## config.mk

```make
export PLATFORM = sky130hd
export DESIGN_NAME = gpl_port
export DESIGN_NICKNAME = d
export VERILOG_FILES = /design/src/gpl_pkg.sv /design/src/gpl_port.sv /design/src/gpl_pin_sync.sv
export SDC_FILE = /design/constraint.sdc
export NUM_CORES = 1
export LEC_CHECK = 0
export ABC_AREA = 1
export BUFFER_PORTS_ARGS = -buffer_cell sky130_fd_sc_hd__clkbuf_2
export CORE_ASPECT_RATIO = 0.6
export CORE_UTILIZATION = 40
export DETAILED_ROUTE_END_ITERATION = 10
export GPL_TIMING_DRIVEN = 0
export SLEW_MARGIN = 10
export SYNTH_ARGS = -nofsm -noshare
export SYNTH_HDL_FRONTEND = slang
export SYNTH_SLANG_ARGS = --single-unit
```

## constraint.sdc

```tcl
create_clock -name ref_clk -period 3.14 [get_ports ref_clk]
set_input_delay 0.314 -clock ref_clk [delete_from_list [all_inputs] [get_ports ref_clk]]
set_output_delay 0.314 -clock ref_clk [all_outputs]
set_load 0.005 [all_outputs]
```

## src/gpl_pkg.sv

```systemverilog
package gpl_pkg;
  // register byte offsets
  localparam logic [7:0] OFS_PULL = 8'h0C;
  localparam logic [7:0] OFS_IN   = 8'h10;
  localparam logic [7:0] OFS_OUT  = 8'h14;
  localparam logic [7:0] OFS_BSC  = 8'h18;
  localparam logic [7:0] OFS_LOCK = 8'h1C;
  localparam logic [7:0] OFS_ALTL = 8'h20;
  localparam logic [7:0] OFS_CLR  = 8'h28;
  // field positions
  localparam int NPIN    = 16;
  localparam int KEY_BIT = 16;
  localparam int NALT    = 8;
  // reset values
  localparam logic [31:0] PULL_RST_A   = 32'h2400_0000;
  localparam logic [31:0] PULL_RST_OTH = 32'h0000_0000;
  // pull codes, alternate function limit
  localparam logic [1:0] PULL_UP = 2'h1;
  localparam logic [1:0] PULL_DN = 2'h2;
  localparam logic [3:0] AF_LAST = 4'h7;
  // bus responses
  localparam logic [1:0] RESP_OKAY   = 2'h0;
  localparam logic [1:0] RESP_SLVERR = 2'h2;

  typedef enum logic [2:0] {
    LK_IDLE  = 3'h0,
    LK_ONE   = 3'h1,
    LK_ZERO  = 3'h3,
    LK_AGAIN = 3'h2,
    LK_DONE  = 3'h6
  } gpl_lock_t;

  typedef enum logic [2:0] {
    RI_PULL, RI_IN, RI_OUT, RI_BSC, RI_LOCK, RI_ALTL, RI_CLR, RI_NONE
  } gpl_reg_t;

  typedef struct packed {
    logic [7:0]  awaddr;
    logic        awvalid;
    logic [31:0] wdata;
    logic [3:0]  wstrb;
    logic        wvalid;
    logic        bready;
    logic [7:0]  araddr;
    logic        arvalid;
    logic        rready;
  } gpl_axil_req_t;

  typedef struct packed {
    logic        awready;
    logic        wready;
    logic [1:0]  bresp;
    logic        bvalid;
    logic        arready;
    logic [31:0] rdata;
    logic [1:0]  rresp;
    logic        rvalid;
  } gpl_axil_rsp_t;

  // byte address to register
  function automatic gpl_reg_t gpl_decode(input logic [7:0] a);
    case (a)
      OFS_PULL: gpl_decode = RI_PULL;
      OFS_IN:   gpl_decode = RI_IN;
      OFS_OUT:  gpl_decode = RI_OUT;
      OFS_BSC:  gpl_decode = RI_BSC;
      OFS_LOCK: gpl_decode = RI_LOCK;
      OFS_ALTL: gpl_decode = RI_ALTL;
      OFS_CLR:  gpl_decode = RI_CLR;
      default:  gpl_decode = RI_NONE;
    endcase
  endfunction

  // byte strobes to bit mask
  function automatic logic [31:0] gpl_bmask(input logic [3:0] s);
    gpl_bmask = {{8{s[3]}}, {8{s[2]}}, {8{s[1]}}, {8{s[0]}}};
  endfunction
endpackage

```

## src/gpl_port.sv

```systemverilog
`timescale 1ns/1ps
module gpl_port import gpl_pkg::*; #(
  parameter bit PORT_A   = 1'b1,
  parameter bit HAS_LOCK = 1'b1
) (
  input  wire logic          ref_clk,
  input  wire logic          rst,
  input  wire logic          periph_rst,
  input  wire gpl_axil_req_t req,
  output gpl_axil_rsp_t      rsp,
  input  wire logic [15:0]   pin_in,
  output logic      [15:0]   out_level,
  output logic      [15:0]   pull_up_en,
  output logic      [15:0]   pull_dn_en,
  output logic      [31:0]   alt_sel,
  output logic      [15:0]   pin_frozen,
  output logic               key_active
);
  typedef struct packed {
    logic        awready;
    logic        wready;
    logic        arready;
    logic        aw_full;
    logic        w_full;
    logic [7:0]  awaddr;
    logic [31:0] wdata;
    logic [3:0]  wstrb;
    logic        bvalid;
    logic [1:0]  bresp;
    logic        rvalid;
    logic [31:0] rdata;
    logic [1:0]  rresp;
    logic [31:0] pull;
    logic [15:0] pup;
    logic [15:0] pdn;
    logic [15:0] odata;
    logic [31:0] alt;
    logic [15:0] freeze;
    logic [15:0] frz;
    gpl_lock_t   lk;
    logic        key;
  } gpl_st_t;

  gpl_st_t     q;
  gpl_st_t     n;
  logic [15:0] pin_lvl;
  logic        srst;
  logic        aw_hs;
  logic        w_hs;
  logic        ar_hs;
  logic        do_wr;
  logic        lk_rd;
  gpl_reg_t    wsel;
  gpl_reg_t    rsel;
  logic [31:0] m;
  logic [31:0] wd;
  logic [31:0] merged;
  logic        same;

  assign srst = rst | periph_rst;

  // pin sampling
  gpl_pin_sync #(
    .W (NPIN)
  ) gpl_pin_sync_inst (
    .ref_clk (ref_clk),
    .rst     (srst),
    .pin_in  (pin_in),
    .level   (pin_lvl)
  );

  // bus handshakes and register updates
  always_comb begin
    n = q;
    aw_hs = req.awvalid & q.awready;
    w_hs = req.wvalid & q.wready;
    ar_hs = req.arvalid & q.arready;
    if (aw_hs) begin
      n.aw_full = 1'b1;
      n.awaddr = req.awaddr;
    end
    if (w_hs) begin
      n.w_full = 1'b1;
      n.wdata = req.wdata;
      n.wstrb = req.wstrb;
    end
    if (q.bvalid & req.bready) begin
      n.bvalid = 1'b0;
    end
    if (q.rvalid & req.rready) begin
      n.rvalid = 1'b0;
    end
    do_wr = n.aw_full & n.w_full & ~q.bvalid;
    wsel = gpl_decode(n.awaddr);
    m = gpl_bmask(n.wstrb);
    wd = n.wdata & m;
    merged = (q.alt & ~m) | wd;
    same = (wd[15:0] == q.freeze);
    rsel = gpl_decode(req.araddr);
    lk_rd = ar_hs & HAS_LOCK & (rsel == RI_LOCK);
    if (do_wr) begin
      n.aw_full = 1'b0;
      n.w_full = 1'b0;
      n.bvalid = 1'b1;
      n.bresp = (wsel == RI_NONE) ? RESP_SLVERR : RESP_OKAY;
      case (wsel)
        RI_PULL: begin
          for (int i = 0; i < NPIN; i++) begin
            if (!q.frz[i]) begin
              n.pull[2*i +: 2] = (q.pull[2*i +: 2] & ~m[2*i +: 2]) | wd[2*i +: 2];
            end
          end
        end
        RI_OUT: n.odata = (q.odata & ~m[15:0]) | wd[15:0];
        RI_BSC: n.odata = (q.odata & ~wd[31:16]) | wd[15:0];
        RI_CLR: n.odata = q.odata & ~wd[15:0];
        RI_LOCK: begin
          if (HAS_LOCK && q.lk != LK_DONE) begin
            n.freeze = wd[15:0];
            // mismatch in key or mask drops the sequence
            n.lk = wd[KEY_BIT] ? LK_ONE : LK_IDLE;
            case (q.lk)
              LK_ONE: if (!wd[KEY_BIT] && same) n.lk = LK_ZERO;
              LK_ZERO: if (wd[KEY_BIT] && same) n.lk = LK_AGAIN;
              default: ;
            endcase
          end
        end
        RI_ALTL: begin
          for (int i = 0; i < NALT; i++) begin
            if (!q.frz[i] && merged[4*i +: 4] <= AF_LAST) begin
              n.alt[4*i +: 4] = merged[4*i +: 4];
            end
          end
        end
        default: ;
      endcase
    end
    // read of the lock register completes or aborts the sequence
    if (lk_rd) begin
      case (q.lk)
        LK_AGAIN: n.lk = LK_DONE;
        LK_ONE, LK_ZERO: n.lk = LK_IDLE;
        default: ;
      endcase
    end
    if (ar_hs) begin
      n.rvalid = 1'b1;
      n.rresp = RESP_OKAY;
      case (rsel)
        RI_PULL: n.rdata = q.pull;
        RI_IN:   n.rdata = {16'h0000, pin_lvl};
        RI_OUT:  n.rdata = {16'h0000, q.odata};
        RI_LOCK: n.rdata = HAS_LOCK ? {15'h0000, q.key, q.freeze} : 32'h0000_0000;
        RI_ALTL: n.rdata = q.alt;
        RI_NONE: begin
          n.rdata = 32'h0000_0000;
          n.rresp = RESP_SLVERR;
        end
        default: n.rdata = 32'h0000_0000;
      endcase
    end
    n.awready = ~n.aw_full;
    n.wready = ~n.w_full;
    n.arready = ~n.rvalid;
    n.key = (n.lk == LK_DONE);
    n.frz = n.key ? n.freeze : 16'h0000;
    for (int i = 0; i < NPIN; i++) begin
      n.pup[i] = (n.pull[2*i +: 2] == PULL_UP);
      n.pdn[i] = (n.pull[2*i +: 2] == PULL_DN);
    end
  end

  // state register; peripheral reset acts like system reset
  always_ff @(posedge ref_clk) begin
    if (srst) begin
      q <= '0;
      q.pull <= PORT_A ? PULL_RST_A : PULL_RST_OTH;
      q.pup <= PORT_A ? {PULL_RST_A[31:30] == PULL_UP, PULL_RST_A[29:28] == PULL_UP,
                         PULL_RST_A[27:26] == PULL_UP, 13'h0000} : 16'h0000;
      q.pdn <= PORT_A ? {PULL_RST_A[31:30] == PULL_DN, PULL_RST_A[29:28] == PULL_DN,
                         PULL_RST_A[27:26] == PULL_DN, 13'h0000} : 16'h0000;
      q.awready <= 1'b1;
      q.wready <= 1'b1;
      q.arready <= 1'b1;
    end else begin
      q <= n;
    end
  end

  // outputs straight from state
  assign rsp.awready = q.awready;
  assign rsp.wready = q.wready;
  assign rsp.bresp = q.bresp;
  assign rsp.bvalid = q.bvalid;
  assign rsp.arready = q.arready;
  assign rsp.rdata = q.rdata;
  assign rsp.rresp = q.rresp;
  assign rsp.rvalid = q.rvalid;
  assign out_level = q.odata;
  assign pull_up_en = q.pup;
  assign pull_dn_en = q.pdn;
  assign alt_sel = q.alt;
  assign pin_frozen = q.frz;
  assign key_active = q.key;

  // checks; frozen pins spread over their field bits
  logic [31:0] frz2;
  logic [31:0] frz4;
  always_comb begin
    for (int i = 0; i < NPIN; i++) begin
      frz2[2*i +: 2] = {2{q.frz[i]}};
    end
    for (int i = 0; i < NALT; i++) begin
      frz4[4*i +: 4] = {4{q.frz[i]}};
    end
  end

  // pull codes decoded per pin
  for (genvar g = 0; g < NPIN; g++) begin : g_pull_chk

  end
endmodule // gpl_port

```

## src/gpl_pin_sync.sv

```systemverilog
`timescale 1ns/1ps
module gpl_pin_sync import gpl_pkg::*; #(
  parameter int W = 16
) (
  input  wire logic         ref_clk,
  input  wire logic         rst,
  input  wire logic [W-1:0] pin_in,
  output logic      [W-1:0] level
);
  typedef struct packed {
    logic [W-1:0] s1;
    logic [W-1:0] s2;
    logic [W-1:0] s3;
    logic [W-1:0] lvl;
  } gpl_sync_st_t;

  gpl_sync_st_t q;
  gpl_sync_st_t n;

  // three stages; a bit counts once stages two and three agree
  always_comb begin
    n = q;
    n.s1 = pin_in;
    n.s2 = q.s1;
    n.s3 = q.s2;
    n.lvl = (q.lvl & (q.s2 ^ q.s3)) | (q.s3 & ~(q.s2 ^ q.s3));
  end

  // state register
  always_ff @(posedge ref_clk) begin
    if (rst) begin
      q <= '0;
    end else begin
      q <= n;
    end
  end

  assign level = q.lvl;
endmodule // gpl_pin_sync

```

==> impl_metrics.tcl <==
set metrics [dict create \
    grt_pass1_vias 11338 \
    synth.distinct_cells 42 \
    ys_warn_count 0 \
    drive_above_1_share_pct 22.6 \
    grt_max_degree 17 \
    synthXorXnorAreaFrac_pct 0 \
    clk_pin_slew_worst_paths_ns 0.07 \
    vias 12642 \
    tns_ns 0 \
    die_area_um2 33700 \
    initial_utilization_pct 40.6 \
    drtIter0Drc 1221 \
    cp_top_family "simple AND/OR/NAND/NOR gates" \
    clk_latency_ns 0.59 \
    hp-class "in -> reg" \
    wl_per_cell_um 19.1 \
    drc_errors 0 \
    synthesis.area_um2 13200 \
    synth-adder-area-share_pct 0 \
    rsz0062_at_grt "false" \
    root_buffer "clkbuf_16" \
    port_buffers 210 \
    tightest_slew_ns 1.25 \
    cts_buffers 28 \
    antenna_left 0 \
    grt-ovfl-total 0 \
    dr.pass1.iters 6 \
    synthFlopType "dfxtp_1" \
    grt_first_pass_wirelength_um 70000 \
    yosys.area.top_type_share_pct 45.2 \
    cpMostUsedCell "nand2_1" \
    synth_area_leaders "dfxtp_1, nand2_1, buf_4" \
    holdBufCountCts 17 \
    htreeDepth 1 \
    fp.coreArea_um2 32400 \
    min_from "req[50]" \
    nNetsFinal 2147 \
    path_class "reg -> reg" \
    worstPathCellList "buf_2 > nand3_1 > nand2_1 > buf_2 > nand2_1 > nand2_1 > nand4_1 > nor2_1 > nand3_1 > nand2_1 > nand2_1 > nand2_1 > nand2_1 > nand2_1 > nor2_1" \
    cts_resized 0 \
    synth_common_cells "nand2_1, dfxtp_1, inv_1, nor2_1, buf_4" \
    ys_seq_elements 297 \
    io_pins 214 \
    startpoint "rsp[39]$_SDFF_PP1_" \
    synth_edf_count 0 \
    fillers 3315 \
    antenna_found_initial 0 \
    syn_inst 1813 \
    post-route-min-period_ns 2.67 \
    hpwl_um 37900 \
    fin_crit_sh_pct 85.1 \
    crit-reg2reg-launch "rsp[39]$_SDFF_PP1_" \
    antenna_cells 0 \
    drv_cap 0 \
    chipHeight_um 143 \
    p_leak_nw 7.22 \
    worst_slack_ns 0.467 \
    syn_area_per_cell_um2 7.26 \
    maxSlewViolCount 0 \
    synth_largest_area_cell "dfxtp_1" \
    grtUsageTotal_pct 28.3 \
    power_density_nw_per_um2 516 \
    crit_buf_inv 2 \
    synth_top_family_by_area "simple AND/OR/NAND/NOR gates" \
    setup_viol 0 \
    max_slew_margin_pct 15.6 \
    max_freq_mhz 374 \
    rows 51 \
    syn_to_final_growth_pct 21.1 \
    clock_sinks 297 \
    critPathSlowestCell "dfxtp_1" \
    synth-simple-area-share_pct 23.5 \
    hold_viol 0 \
    cts_tree "built" \
    vias_per_cell 5.02 \
    dp_slack_ns 0.242 \
    place_congestion 0.973 \
    startpoint_type "register" \
    worstPathRequired_ns 3.57 \
    vdd_ir_drop_max_mv 0.396 \
    worstPathArrival_ns 3.10 \
    regArea_um2 5950 \
    crit_path_max_incr_delay_ns 0.32 \
    critPathCaptureType "register" \
    yosysSeqAreaShare_pct 45.2 \
    post-cts-setup-buffer-count 0 \
    outcome "completed" \
    routed_wl_um 48100 \
    worstPathMaxFanout 10 \
    yosys-mux-area-fraction_pct 0.760 \
    synth-compound-area-share_pct 12.9 \
    die_w_um 236 \
    yosysMostFrequentCell "nand2_1" \
    multi_input_area_um2 4900 \
    fin_skew_ns 0.0299 \
    async_flop_share_pct 0 \
    clock_path_buffers 3 \
]
[routing by layer]
| layer | vias up | track usage, % | wire, um | part of all wire (%) |
|---|---|---|---|---|
| met3 | 57 | 7.82 | 5470 | 11 |
| met2 | 566 | 38.0 | 18000 | 37 |
| met5 | - | 0 | 0 | 0 |
| li1 | 6066 | - | - | - |
| met1 | 5953 | 43.7 | 23700 | 49 |
| met4 | 0 | 6.02 | 947 | 2.0 |
[stage by stage]
| step | total power [mW] | utilization (%) | cell area (um^2) | hold slack, ns | cells |
|---|---|---|---|---|---|
| 2_1_floorplan | 4.22 | - | 13200 | 0.394 | 1814 |
| 3_3_place_gp | 4.47 | 45.5 | 14800 | 0.398 | 2448 |
| 3_5_place_dp | 4.48 | 45.5 | 14800 | 0.400 | 2448 |
| 4_1_cts | 8.24 | 49.2 | 15900 | 0.00235 | 2516 |
| 5_1_grt | 8.46 | 49.2 | 15900 | 0.0338 | 2516 |
| 6_report | 8.22 | 49.2 | 15900 | 0.0164 | 2516 |
[area by class of cell]
class / count / share of cell area, %
Buffer: 206 / 8.45
Timing Repair Buffer: 227 / 7.66
Multi-Input combinational cell: 1052 / 30.7
Clock buffer: 37 / 4.98
Tap cell: 424 / 3.33
Clock inverter: 14 / 1.41
Sequential cell: 297 / 37.3
Inverter: 259 / 6.12
[cell usage in the layout (no fill, tap or decap), drive strengths merged]
master       netlist  final
dlygate4sd3        0     17
and2               2      2
or2                7      7
mux2i             10     10
o22ai             12     12
nor3              38     38
o21ai            169    169
clkinvlp           0      1
a211oi            13     13
clkbuf            40    287
nand4              5      5
conb               1      2
o221ai             5      5
buf              166    166
nand3             42     42
nor3b              1      1
a31oi              5      5
nor4               8      8
o31ai             11     11
dfxtp            297    297
nand3b             4      4
o211ai            10     10
inv              250    251
bufinv             0      5
a21oi             86     86
nor2             240    240
clkinv             9     16
nand2            382    382
[path summary, 6_finish.rpt]
path,slack (ns),end,cells after the start
hold reg to reg,0.40,gpl_pin_sync_inst.n[16]$_SDFF_PP0_,2
setup reg to reg,0.47,q[1]$_SDFF_PP0_,15
hold / removal,0.02,q[223]$_SDFF_PP0_,3
setup / recovery,0.47,q[1]$_SDFF_PP0_,15
[cells by family after synthesis]
kind of cell           Yosys count
buffers and inverters          465
other                            1
DFF                            297
muxes                           10
and+or+nand+nor                729
AOI/OAI and AO/OA              311
[tightest hold or removal path: cells and delay by family]
kind,cells,cell delay (ns)
simple gates,1,0.08
buf+inv,1,0.08
compound gates,1,0.08
[power by group]
group | switching, mW | internal, mW | total, mW
clock network | 1.60 | 2.20 | 3.80
logic | 0.436 | 0.167 | 0.603
registers | 0.0134 | 3.80 | 3.82
total | 2.05 | 6.17 | 8.22
No activity file was read; power rests on OpenSTA's default activity.
